===== config.mk =====
export PLATFORM = sky130hd
export DESIGN_NAME = nfca_tag_state_machine
export DESIGN_NICKNAME = d
export VERILOG_FILES = /design/src/rtl/nfca_tag_state_machine.v
export VERILOG_INCLUDE_DIRS = /design/src /design/src/rtl
export SDC_FILE = /design/constraint.sdc
export NUM_CORES = 1
export LEC_CHECK = 0
export BUFFER_PORTS_ARGS = -buffer_cell sky130_fd_sc_hd__buf_2
export CAP_MARGIN = 30
export CORE_AREA = 2 2 115 201
export CTS_CLUSTER_DIAMETER = 100
export DETAILED_ROUTE_END_ITERATION = 10
export DIE_AREA = 0 0 117 203
export PLACE_DENSITY = 0.55
export SETUP_SLACK_MARGIN = 0.5
export SKIP_LAST_GASP = 1
export SLEW_MARGIN = 20
export SYNTH_ARGS = -nofsm -noshare
export SYNTH_HDL_FRONTEND = slang
export SYNTH_SLANG_ARGS = --single-unit
export TNS_END_PERCENT = 50

===== constraint.sdc =====
create_clock -name clk -period 2.3 [get_ports clk]
set_input_delay 0.115 -clock clk [delete_from_list [all_inputs] [get_ports clk]]
set_output_delay 0.115 -clock clk [all_outputs]
set_load 0.01 [all_outputs]

===== src/rtl/nfca_tag_regs.vh =====
// Register map, command codes and answer codes of the NFC-A tag core.
`ifndef NFCA_TAG_REGS_VH
`define NFCA_TAG_REGS_VH

// ==========================================================
// Register byte offsets on the APB port.
`define OFF_CTRL      8'h00
`define OFF_PASSWORD_PROTECTION_CONFIG  8'h04
`define OFF_PROTECTED_AREA_LIMIT  8'h08
`define OFF_AUTH_FAILURE_COUNTER  8'h0C
`define OFF_PASSWORD  8'h10
`define OFF_WAKE_EN   8'h14
`define OFF_STATUS    8'h18

// ==========================================================
// Control register fields.
`define CTRL_SILENT   0
`define CTRL_KILL_TUN 1
`define CTRL_KILL_RF  2
`define CTRL_TUNNEL   3
`define CTRL_SET_DEF  8
`define CTRL_GO_SENSE 9
`define CTRL_GO_SLEEP 10

// Protection config fields.
`define CFG_RD_PROT   0
`define CFG_WR_PROT   1

// Wake enable fields.
`define WAKE_PUP      0
`define WAKE_SEL      1
`define WAKE_SLP      2
`define WAKE_MEM      3

// ==========================================================
// Reset values.
`define RST_CTRL      4'h0
`define RST_CFG       2'h0
`define RST_LIM       8'hFF
`define RST_PWD       32'hFFFF_FFFF
`define RST_WAKE      4'h0

// Failure count that locks the tag.
`define AUTH_MAX      3'h7

// ==========================================================
// Decoded RF commands from the frame receiver.
`define CMD_SENS_REQ  4'h0
`define CMD_ALL_REQ   4'h1
`define CMD_SDD_REQ   4'h2
`define CMD_SEL_REQ   4'h3
`define CMD_SLP_REQ   4'h4
`define CMD_READ      4'h5
`define CMD_WRITE     4'h6
`define CMD_SECT_SEL  4'h7

// Answer kinds toward the frame transmitter.
`define RSP_SENS_RES  3'h1
`define RSP_UID       3'h2
`define RSP_SEL_RES   3'h3
`define RSP_ACKNAK    3'h4
`define RSP_DATA      3'h5

// Four-bit acknowledge codes.
`define CODE_ACK      4'hA
`define CODE_NAK      4'h0

`endif


===== src/rtl/nfca_tag_state_machine.v =====
// Tag-side NFC-A protocol state machine with APB register port.
//
// Design decisions made here: the address map and the APB register port.
`timescale 1ns/1ns
`include "nfca_tag_regs.vh"

module nfca_tag_state_machine #(
    parameter MEM_BLOCKS = 8'h30,  // Blocks inside the memory.
    parameter PWD_BLOCK  = 8'h2B   // Password block address.
) (
    input  wire        clk,
    input  wire        rst,
    // APB slave.
    input  wire        psel,
    input  wire        penable,
    input  wire        pwrite,
    input  wire [7:0]  paddr,
    input  wire [31:0] pwdata,
    output reg  [31:0] prdata,
    output reg         pready,
    output reg         pslverr,
    // Decoded reader frames.
    input  wire        cmd_valid,
    input  wire [3:0]  cmd_code,
    input  wire        cmd_level,
    input  wire        cmd_uid_match,
    input  wire [7:0]  cmd_addr,
    input  wire [31:0] cmd_data,
    // Supply comparator pin, high when host supply is low.
    input  wire        host_supply_pin,
    // Answers toward the transmitter.
    output reg         rsp_valid,
    output reg  [2:0]  rsp_kind,
    output reg  [3:0]  rsp_code,
    output reg         rsp_level,
    // Memory requests from the reader side.
    output reg         mem_rd,
    output reg         mem_wr,
    output reg  [7:0]  mem_addr,
    output reg  [31:0] mem_wdata,
    output reg         tunnel_active,
    output reg         rf_enabled,
    output reg         wake
);

    // ======================================================
    // State codes.
    localparam [2:0] ST_SENSE = 3'h0;
    localparam [2:0] ST_SLEEP = 3'h1;
    localparam [2:0] ST_RES1  = 3'h2;
    localparam [2:0] ST_RES2  = 3'h3;
    localparam [2:0] ST_SEL   = 3'h4;
    localparam [2:0] ST_AUTH  = 3'h5;

    // ======================================================
    // Registers.
    reg  [2:0]  state_r;         // Protocol state.
    reg         sleep_flag_r;    // Remembered waiting state.
    reg  [3:0]  ctrl_r;          // Silent, kill and tunnel bits.
    reg  [1:0]  password_protection_config_r; // Read/write.
    reg  [7:0]  protected_area_limit_r; // First protected block.
    reg  [2:0]  auth_failure_counter_r; // Failed attempts.
    reg  [31:0] password_r;      // Current password.
    reg  [3:0]  wake_en_r;       // Wake event enables.
    reg         pup_done_r;      // Power-up event issued.
    reg  [2:0]  sup_sync_r;      // Supply pin synchroniser.
    reg         supply_low_r;    // Filtered supply level.

    wire        locked;          // Lock sub-state.
    wire        rf_off;          // RF muted by silent or kill.
    wire        wait_state;      // Tag sits in SENSE or SLEEP.
    wire [2:0]  home;            // Return target.
    wire        apb_wr;          // APB write takes effect.

    assign locked = (auth_failure_counter_r == `AUTH_MAX);
    // Silent mode only bites while the supply is low.
    assign rf_off = (ctrl_r[`CTRL_SILENT] & supply_low_r)
                  | ctrl_r[`CTRL_KILL_RF];
    assign wait_state = (state_r == ST_SENSE)
                      | (state_r == ST_SLEEP);
    assign home = sleep_flag_r ? ST_SLEEP : ST_SENSE;
    assign apb_wr = psel & penable & pready & pwrite;

    // ======================================================
    // Access check for reader accesses. Host accesses never
    // pass here, so protection cannot block them.
    function denied;
        input [7:0] addr;
        input       prot;
        input       authd;
        input       tun;
        begin
            // Out of range only passes when tunnelling.
            denied = ((addr >= MEM_BLOCKS) & ~tun)
                   | ((addr >= protected_area_limit_r)
                      & prot & ~authd);
        end
    endfunction

    // ======================================================
    // Supply pin synchroniser. The level moves only once the
    // second and third stages agree, which also filters out
    // single-cycle glitches from the comparator.
    always @(posedge clk) begin
        if (rst) begin
            sup_sync_r   <= 3'h0;
            supply_low_r <= 1'b0;
        end else begin
            sup_sync_r <= {sup_sync_r[1:0], host_supply_pin};
            if (sup_sync_r[1] == sup_sync_r[2]) begin
                supply_low_r <= sup_sync_r[2];
            end
        end
    end

    // ======================================================
    // APB answer: one wait state, then a registered reply.
    // Unmapped offsets read zero and flag an error.
    always @(posedge clk) begin
        if (rst) begin
            pready  <= 1'b0;
            pslverr <= 1'b0;
            prdata  <= 32'h0000_0000;
        end else begin
            pready  <= psel & penable & ~pready;
            pslverr <= 1'b0;
            prdata  <= 32'h0000_0000;
            if (psel & penable & ~pready) begin
                case (paddr)
                    `OFF_CTRL: begin
                        prdata <= {28'h000_0000, ctrl_r};
                    end
                    `OFF_PASSWORD_PROTECTION_CONFIG: begin
                        prdata <= {30'h0000_0000,
                                   password_protection_config_r};
                    end
                    `OFF_PROTECTED_AREA_LIMIT: begin
                        prdata <= {24'h00_0000,
                                   protected_area_limit_r};
                    end
                    `OFF_AUTH_FAILURE_COUNTER: begin
                        prdata <= {29'h0000_0000,
                                   auth_failure_counter_r};
                    end
                    `OFF_PASSWORD: begin
                        prdata <= password_r;
                    end
                    `OFF_WAKE_EN: begin
                        prdata <= {28'h000_0000, wake_en_r};
                    end
                    `OFF_STATUS: begin
                        prdata <= {26'h000_0000, rf_off, locked,
                                   sleep_flag_r, state_r};
                    end
                    default: begin
                        pslverr <= 1'b1;
                    end
                endcase
            end
        end
    end

    // ======================================================
    // Protocol engine and register writes. Both sides can
    // change the counter and the password, so they share one
    // process; a reader event in the same cycle as a host
    // write wins, so no failed attempt is ever lost.
    always @(posedge clk) begin
        if (rst) begin
            state_r       <= ST_SENSE;
            sleep_flag_r  <= 1'b0;
            ctrl_r        <= `RST_CTRL;
            password_protection_config_r <= `RST_CFG;
            protected_area_limit_r <= `RST_LIM;
            auth_failure_counter_r <= 3'h0;
            password_r    <= `RST_PWD;
            wake_en_r     <= `RST_WAKE;
            pup_done_r    <= 1'b0;
            rsp_valid     <= 1'b0;
            rsp_kind      <= 3'h0;
            rsp_code      <= `CODE_NAK;
            rsp_level     <= 1'b0;
            mem_rd        <= 1'b0;
            mem_wr        <= 1'b0;
            mem_addr      <= 8'h00;
            mem_wdata     <= 32'h0000_0000;
            tunnel_active <= 1'b0;
            rf_enabled    <= 1'b0;
            wake          <= 1'b0;
        end else begin
            rsp_valid  <= 1'b0;
            mem_rd     <= 1'b0;
            mem_wr     <= 1'b0;
            pup_done_r <= 1'b1;
            wake       <= ~pup_done_r & wake_en_r[`WAKE_PUP];
            rf_enabled <= ~rf_off;
            // Tunnelling is blocked while the kill bit is set.
            tunnel_active <= ctrl_r[`CTRL_TUNNEL]
                           & ~ctrl_r[`CTRL_KILL_TUN];

            // Host writes; only this port reaches kill bits.
            if (apb_wr) begin
                case (paddr)
                    `OFF_CTRL: begin
                        ctrl_r <= pwdata[3:0];
                        // Lock release needs a counter below AUTH_MAX.
                        if ((pwdata[`CTRL_SET_DEF]
                             | pwdata[`CTRL_GO_SENSE])
                            & ~locked) begin
                            state_r      <= ST_SENSE;
                            sleep_flag_r <= 1'b0;
                        end else if (pwdata[`CTRL_GO_SLEEP]
                                     & ~locked) begin
                            state_r      <= ST_SLEEP;
                            sleep_flag_r <= 1'b1;
                        end
                    end
                    `OFF_PASSWORD_PROTECTION_CONFIG: begin
                        password_protection_config_r <=
                            pwdata[1:0];
                    end
                    `OFF_PROTECTED_AREA_LIMIT: begin
                        protected_area_limit_r <= pwdata[7:0];
                    end
                    `OFF_AUTH_FAILURE_COUNTER: begin
                        auth_failure_counter_r <= pwdata[2:0];
                    end
                    `OFF_PASSWORD: begin
                        password_r <= pwdata;
                    end
                    `OFF_WAKE_EN: begin
                        wake_en_r <= pwdata[3:0];
                    end
                    default: begin
                        wake_en_r <= wake_en_r;
                    end
                endcase
            end

            if (rf_off) begin
                // Muted: drop to waiting, never answer.
                if (~wait_state) begin
                    state_r <= home;
                end
            end else if (cmd_valid) begin
                rsp_level <= cmd_level;
                case (state_r)
                    ST_SENSE: begin
                        // Only the two wake-up requests count.
                        if ((cmd_code == `CMD_SENS_REQ)
                            | (cmd_code == `CMD_ALL_REQ)) begin
                            state_r   <= ST_RES1;
                            rsp_valid <= 1'b1;
                            rsp_kind  <= `RSP_SENS_RES;
                        end
                    end
                    ST_SLEEP: begin
                        if (cmd_code == `CMD_ALL_REQ) begin
                            state_r   <= ST_RES1;
                            rsp_valid <= 1'b1;
                            rsp_kind  <= `RSP_SENS_RES;
                        end
                    end
                    ST_RES1, ST_RES2: begin
                        // Level 1 first, then level 2.
                        if ((cmd_code == `CMD_SDD_REQ)
                            & (cmd_level == (state_r == ST_RES2))) begin
                            rsp_valid <= 1'b1;
                            rsp_kind  <= `RSP_UID;
                        end else if ((cmd_code == `CMD_SEL_REQ)
                            & cmd_uid_match
                            & (cmd_level == (state_r == ST_RES2))) begin
                            rsp_valid <= 1'b1;
                            rsp_kind  <= `RSP_SEL_RES;
                            if (state_r == ST_RES1) begin
                                state_r <= ST_RES2;
                            end else begin
                                state_r <= ST_SEL;
                                wake <= wake_en_r[`WAKE_SEL];
                            end
                        end else begin
                            state_r <= home;
                        end
                    end
                    ST_SEL, ST_AUTH: begin
                        rsp_valid <= 1'b1;
                        rsp_kind  <= `RSP_ACKNAK;
                        rsp_code  <= `CODE_NAK;
                        case (cmd_code)
                            `CMD_SLP_REQ: begin
                                // No answer to a sleep request.
                                rsp_valid    <= 1'b0;
                                state_r      <= ST_SLEEP;
                                sleep_flag_r <= 1'b1;
                                wake <= wake_en_r[`WAKE_SLP];
                            end
                            `CMD_SECT_SEL: begin
                                state_r <= home;
                            end
                            `CMD_READ: begin
                                // Read protection bit.
                                if (denied(cmd_addr,
                                    password_protection_config_r
                                        [`CFG_RD_PROT],
                                    state_r == ST_AUTH,
                                    tunnel_active)) begin
                                    rsp_code <= `CODE_NAK;
                                end else begin
                                    rsp_valid <= 1'b0;
                                    mem_rd    <= 1'b1;
                                    mem_addr  <= cmd_addr;
                                end
                            end
                            `CMD_WRITE: begin
                                if (cmd_addr == PWD_BLOCK) begin
                                    if (state_r == ST_AUTH) begin
                                        password_r <= cmd_data;
                                        rsp_code <= `CODE_ACK;
                                    end else if (locked) begin
                                        // Further guesses refused.
                                        rsp_code <= `CODE_NAK;
                                    end else if (cmd_data
                                        == password_r) begin
                                        state_r  <= ST_AUTH;
                                        rsp_code <= `CODE_ACK;
                                    end else begin
                                        auth_failure_counter_r <=
                                            auth_failure_counter_r
                                            + 3'h1;
                                    end
                                end else if (denied(cmd_addr,
                                    password_protection_config_r
                                        [`CFG_WR_PROT],
                                    state_r == ST_AUTH,
                                    tunnel_active)) begin
                                    rsp_code <= `CODE_NAK;
                                end else begin
                                    mem_wr    <= 1'b1;
                                    mem_addr  <= cmd_addr;
                                    mem_wdata <= cmd_data;
                                    rsp_code  <= `CODE_ACK;
                                    wake <= wake_en_r[`WAKE_MEM];
                                end
                            end
                            default: begin
                                // Unsupported: silent return.
                                rsp_valid <= 1'b0;
                                state_r   <= home;
                            end
                        endcase
                    end
                    default: begin
                        state_r <= ST_SENSE;
                    end
                endcase
            end
        end
    end

endmodule // nfca_tag_state_machine


==> results of run 1 <==
-- cells in the final DEF, fill, tap and decap left out, types with 13 or more instances in the layout --
| cell type | count |
|---|---|
| dfxtp_1 | 132 |
| a211oi_1 | 35 |
| xnor2_1 | 18 |
| nand3_1 | 13 |
| and2_1 | 30 |
| o21ai_0 | 16 |
| nor2_1 | 106 |
| nand2_1 | 30 |
| a21oi_1 | 22 |
| nor2b_1 | 36 |
| mux2i_1 | 47 |
| buf_4 | 47 |
| clkbuf_16 | 17 |
| buf_2 | 178 |
| dlygate4sd3_1 | 53 |
| o21ai_1 | 24 |
| dfxtp_2 | 15 |
-- power groups by stage --
| stage | clock, W | sequential [W] | combinational (W) |
|---|---|---|---|
| final | 0.00305 | 0.00256 | 0.000466 |
| after global routing | 0.00319 | 0.00256 | 0.000498 |
| after CTS | 0.00310 | 0.00256 | 0.000459 |
| after detailed placement | 0 | 0.00261 | 0.000361 |
| after global placement | 0 | 0.00261 | 0.000361 |
| after floorplan | 0 | 0.00262 | 0.000148 |
-- metal layers --
layer | vias up | routed length (um) | track usage, %
met2 | 183 | 14690 | 42.59
li1 | 3250 | - | -
met5 | - | 0 | 0
met1 | 3158 | 9101 | 22.41
met4 | 0 | 1101 | 10.67
met3 | 52 | 897 | 3.373
-- repair_timing --
action / in CTS / in global routing
gates cloned: 3 / 0
buffers inserted: 12 / 4
gates resized for setup: 59 / 30
hold buffers: 51 / 2
setup endpoints to repair: 83 / 83
endpoints found under the hold margin: 56 / 2
pin swaps: 19 / 16
-- logic make-up after synthesis --
| kind of cell | count (synthesis) | share of synthesized area, % |
|---|---|---|
| compound gates | 163 | 15.91 |
| xor+xnor | 33 | 4.156 |
| fa+ha+maj | 10 | 1.799 |
| buf+inv | 67 | 5.164 |
| flops | 147 | 42.32 |
| mux | 51 | 7.413 |
| other cells | 1 | 0.05392 |
| simple gates | 298 | 23.19 |
-- worst max path at each step --
stage / startpoint / endpoint / slack, ns
floorplan: protected_area_limit_r[6] / mem_wdata[3] / 0.30
global placement: protected_area_limit_r[6] / mem_wdata[15] / 0.04
detailed placement: protected_area_limit_r[6] / mem_wdata[22] / -0.003
CTS: protected_area_limit_r[0] / mem_wdata[29] / 0.08
global route: protected_area_limit_r[0] / mem_wdata[28] / -0.06
finish: protected_area_limit_r[1] / mem_wdata[19] / 0.06
-- worst max-delay path, stage by stage (launching register included) --
cell and delay, ns:
dfxtp_2 0.32, inv_1 0.11, ha_4 0.22, a2111oi_4 0.42
nor4_4 0.08, nor4b_4 0.28, buf_4 0.19, buf_12 0.11
buf_16 0.14, mux2i_1 0.20, nor2_1 0.05
-- sequential cells by signal, indices dropped and copies added, names as in the netlist, 2 cells and up --
signal / count
sup_sync_r: 3
protected_area_limit_r: 8
state_r: 3
mem_wdata: 32
wake_en_r: 4
mem_addr: 8
password_protection_config_r: 2
password_r: 32
rsp_kind: 3
prdata: 32
auth_failure_counter_r: 3
ctrl_r: 4
-- metrics by stage --
| step | setup WS (ns) | instances | hold slack (ns) |
|---|---|---|---|
| 6_report | 0.05673 | 1340 | 0.002712 |
| 5_1_grt | -0.06055 | 1340 | 0.004675 |
| 4_1_cts | 0.07813 | 1334 | 0.003085 |
| 3_5_place_dp | -0.003471 | 1236 | 0.3532 |
| 3_3_place_gp | 0.03655 | 1236 | 0.3436 |
| 2_1_floorplan | 0.3049 | 771 | 0.2432 |
-- layout make-up --
type	count	area [um^2]
clock buffers	18	439.2
clock inverters	14	200.2
fillers	2191	11900
inverters	17	63.81
multi-input cells	557	4118
flip-flops and latches	147	2962
well taps	296	370.4
repair buffers	291	2023
==> flow_summary.ini, run 1 <==
[power_and_ir_drop]
power_w = 0.006069
p_sw_w = 0.001442
p_clk_share_pct = 50.2
internal_power_w = 0.004627
power_frac_seq_pct = 42.1
combPwrFrac_pct = 7.7
switching_share_pct = 23.76
vdd_ir_drop_max_mv = 0.5560
power.leakage_nw = 4.216
power_density_nw_per_um2 = 596.4

[synthesis]
synth_cells = 770
synth_top_area_share_pct = 42.32
yosysWarnings = 0
synthTopCellsByArea = dfxtp_1, mux2i_1, nor2_1
synth-seq-cells = 147
synth_common_cells = dfxtp_1, nor2_1, mux2i_1
synth-seq-area-share_pct = 42.32
ys_types = 76
synth.most_common_cell = dfxtp_1
yosysTopAreaCell = dfxtp_1
syn_area_per_cell_um2 = 9.031
netlist_area_um2 = 6954
synthArstFlopShare_pct = 0
synth_enable_flop_cells = 0
synth_ff_type = dfxtp_1

[clock_network]
clock_latency_ns = 0.44
cts_buffers = 17
cts_buffer_depth = 2
cts-htree-levels = 4
path_clk_slew_ns = 0.06
cts_sinks = 147
cts_root_buffer = clkbuf_16
tritoncts = built

[worst_setup_path]
worstReg2RegStart = protected_area_limit_r[1]
endpoint_kind = flop
crit_type = flop to flop
start_kind = flop
cp_max_fo = 8
reg2reg_to = mem_wdata[19]
reg2regPathDepth = 10
required_ns = 2.62
r2r_slack_ns = 0.06
cp.arrival_ns = 2.56

[sta]
fmax_mhz = 445.8
worst_pin_slew_ns = 0.6825
relSlewSlack_pct = 53.78
finalCritPeriodShare_pct = 97.53
rsz0062_at_grt = yes
tns_ns = 0
hold_viol = 0
setup_viol_count_final = 0
slew_viol_final = 0
skew_ns = 0.01389
period_minus_slack_ns = 2.243

[die]
start_util_pct = 31.51
dieArea_um2 = 23750
pin_count = 181
num_rows = 72
die_x_um = 117
die_y_um = 203
core_area_um2 = 22070

[global_routing]
grt_pass1_vias = 6834
grt_pass1_wl_um = 39030
grt_overflow = 0
grt_antenna_before_repair = 0
gr-usage-all-layers_pct = 22.16
grt_max_degree = 33

[drt]
routed_via_density = 4.957
dr_total_vias = 6643
drc = 0
wl_um = 25790
drt_iter0_markers = 350
dr.pass1.iters = 4
ant_nets = 0
wire_per_inst_um = 19.24

[min_path]
min_from = pwdata[15]
worstHoldPathCells = 3
hold_class = input port to flop
min_to = password_r[15]

[final_layout]
area_delta_synth_final_pct = 46.33
drive_above_1_share_pct = 34.67
nets = 1134
finish.instance_area_um2 = 10180
final_util_pct = 46.11
antenna_cells = 0

[outcome]
status = completed

[placed_design]
io_buffers = 178
post-dp-hpwl_um = 18870
dpl_cell_area_um2 = 8394
place_congestion = 0.8945

[run]
drv_cap = 0
No activity file was read; power rests on OpenSTA's default activity.
==> run 2, diff against run 1 <==
--- a/constraint.sdc
+++ b/constraint.sdc
@@ -3,2 +3,2 @@
 set_output_delay 0.115 -clock clk [all_outputs]
-set_load 0.01 [all_outputs]
+set_load 0.05 [all_outputs]
==> flow_summary.ini, run 2 (same netlist as run 1, synthesis figures left out) <==
[outcome]
status = finished, violations left
violations = hold timing

[clock_network]
clock_latency_ns = 0.43
cts_root_buffer = clkbuf_16
path_clk_slew_ns = 0.06
tritoncts = built
cts_buffer_depth = 2
cts_buffers = 17
cts_sinks = 147
cts-htree-levels = 4

[worst_setup_path]
required_ns = 2.61
reg2regPathDepth = 10
endpoint_kind = flop
cp.arrival_ns = 2.51
crit_chain = inv_1, ha_1, o21a_1, nor2_1, nor4_4, nor4b_4, buf_6, clkbuf_16, mux2i_1, nor2_1
r2r_slack_ns = 0.10
crit_buf_inv = 3
start_kind = flop
slowest_delay_ns = 0.31
crit_type = flop to flop
worst_path_most_repeated_cell = nor2_1
reg2reg_to = mem_wdata[12]
cp_max_fo = 8
worstReg2RegStart = protected_area_limit_r[2]
cpMaxStageDelayCell = dfxtp_1
cp_top_family = simple AND/OR/NAND/NOR gates

[final_layout]
area_delta_synth_final_pct = 46.06
largest_registers = mem_wdata x32, password_r x32, prdata x32
stdcell_count = 1341
register_area_um2 = 2964
nets = 1135
nFillCells = 2182
antenna_cells = 0
multi_input_area_um2 = 4125
drive_above_1_share_pct = 34.16
final_common_cell = buf_2
final_util_pct = 46.02
final_cell_mix = buf_2, dfxtp_1, nor2_1, dlygate4sd3_1, mux2i_1

[die]
die_y_um = 203
dieArea_um2 = 23750
num_rows = 72
die_x_um = 117
pin_count = 181
core_area_um2 = 22070
start_util_pct = 31.51

[drt]
dr.pass1.iters = 4
wire_per_inst_um = 19.33
drc = 0
wl_um = 25930
routed_via_density = 4.986
ant_nets = 0
dr_total_vias = 6686
drt_iter0_markers = 266

[power_and_ir_drop]
power_frac_seq_pct = 43.5
internal_power_w = 0.004456
p_clk_share_pct = 48.1
power_density_nw_per_um2 = 579.0
vdd_ir_drop_max_mv = 0.4079
power_w = 0.005881
p_sw_w = 0.001425
combPwrFrac_pct = 8.5
power.leakage_nw = 4.169
switching_share_pct = 24.23

[sta]
skew_ns = 0.01076
period_minus_slack_ns = 2.195
hold_viol = 1
rsz0062_at_grt = yes
fmax_mhz = 455.5
finalCritPeriodShare_pct = 95.45
worst_pin_slew_ns = 0.9591
setup_viol_count_final = 0
relSlewSlack_pct = 35.25
whs_ns = -0.009268
tns_ns = 0
slew_viol_final = 0

[global_routing]
grt_max_degree = 44
gr-usage-all-layers_pct = 21.89
grt_pass1_wl_um = 38640
grt_overflow = 0
grt_pass1_vias = 6921
grt_antenna_before_repair = 0

[run]
drv_cap = 0

[min_path]
worstHoldPathCells = 3
min_to = mem_wdata[10]
min_from = cmd_data[10]
hold_class = input port to flop

[placed_design]
place_inst = 1239
io_buffers = 178
post-dp-hpwl_um = 18700
place_congestion = 0.9518
==> run 2: cell types whose count changed in the layout (fill, tap and decap cells not counted), sizes merged <==
cell and change:
buf -6, dlygate4sd3 +6, clkbuf +3, bufinv -2, clkinv +1, inv -1
==> run 2: how the worst max path moves through the flow <==
| stage | endpoint | from | cells after the start |
|---|---|---|---|
| 2_1_floorplan | mem_wdata[10] | protected_area_limit_r[6] | 10 |
| 3_3_place_gp | mem_wdata[10] | protected_area_limit_r[5] | 9 |
| 3_5_place_dp | mem_wdata[14] | protected_area_limit_r[7] | 9 |
| 4_1_cts | mem_wdata[14] | protected_area_limit_r[0] | 9 |
| 5_1_grt | mem_wdata[17] | protected_area_limit_r[0] | 9 |
| 6_report | mem_wdata[12] | protected_area_limit_r[2] | 10 |
==> run 2: layer usage <==
metal / wire length [um] / global-route usage, % / part of all wire (%) / vias up
met5: 0 / 0 / 0 / -
met1: 9065 / 21.44 / 35 / 3167
met4: 1467 / 12.90 / 5.7 / 0
met2: 14520 / 41.45 / 56 / 200
li1: - / - / - / 3254
met3: 873 / 3.642 / 3.4 / 65
==> run 2: area by class of cell <==
type / count / share of cell area [%]
inverters: 17 / 0.6529
repair buffers: 292 / 20.07
clock inverters: 12 / 1.244
well taps: 296 / 3.646
clock buffers: 20 / 4.595
multi-input cells: 557 / 40.61
flip-flops and latches: 147 / 29.18
==> run 2: power by group through the flow <==
| stage | combinational [W] | clock [W] | sequential [W] |
|---|---|---|---|
| 2_1_floorplan | 0.000154 | 0 | 0.00263 |
| 3_3_place_gp | 0.000387 | 0 | 0.00261 |
| 3_5_place_dp | 0.000387 | 0 | 0.00261 |
| 4_1_cts | 0.000491 | 0.00288 | 0.00256 |
| 5_1_grt | 0.000527 | 0.00299 | 0.00255 |
| 6_report | 0.000497 | 0.00283 | 0.00256 |
==> run 2: tightest hold or removal path: stages <==
cell and delay (ns):
buf_2 0.12, mux2i_1 0.07, nor2_1 0.07
==> run 2: stage by stage <==
stage	hold WS, ns	instance area (um^2)	worst slack, ns
after floorplan	0.2432	7062	0.2946
after global placement	0.3345	8451	0.01722
after detailed placement	0.3400	8451	-0.02480
after CTS	0.001445	10010	0.1040
after global routing	0.01138	10160	0.02389
final	-0.009268	10160	0.1047
==> run 2: what timing repair did <==
item	4_1_cts	5_1_grt
hold buffers	59	0
cloned	2	1
resized for setup	54	33
setup endpoints to repair	83	83
pin swaps	36	21
buffers inserted	7	1
hold endpoints to repair	60	0
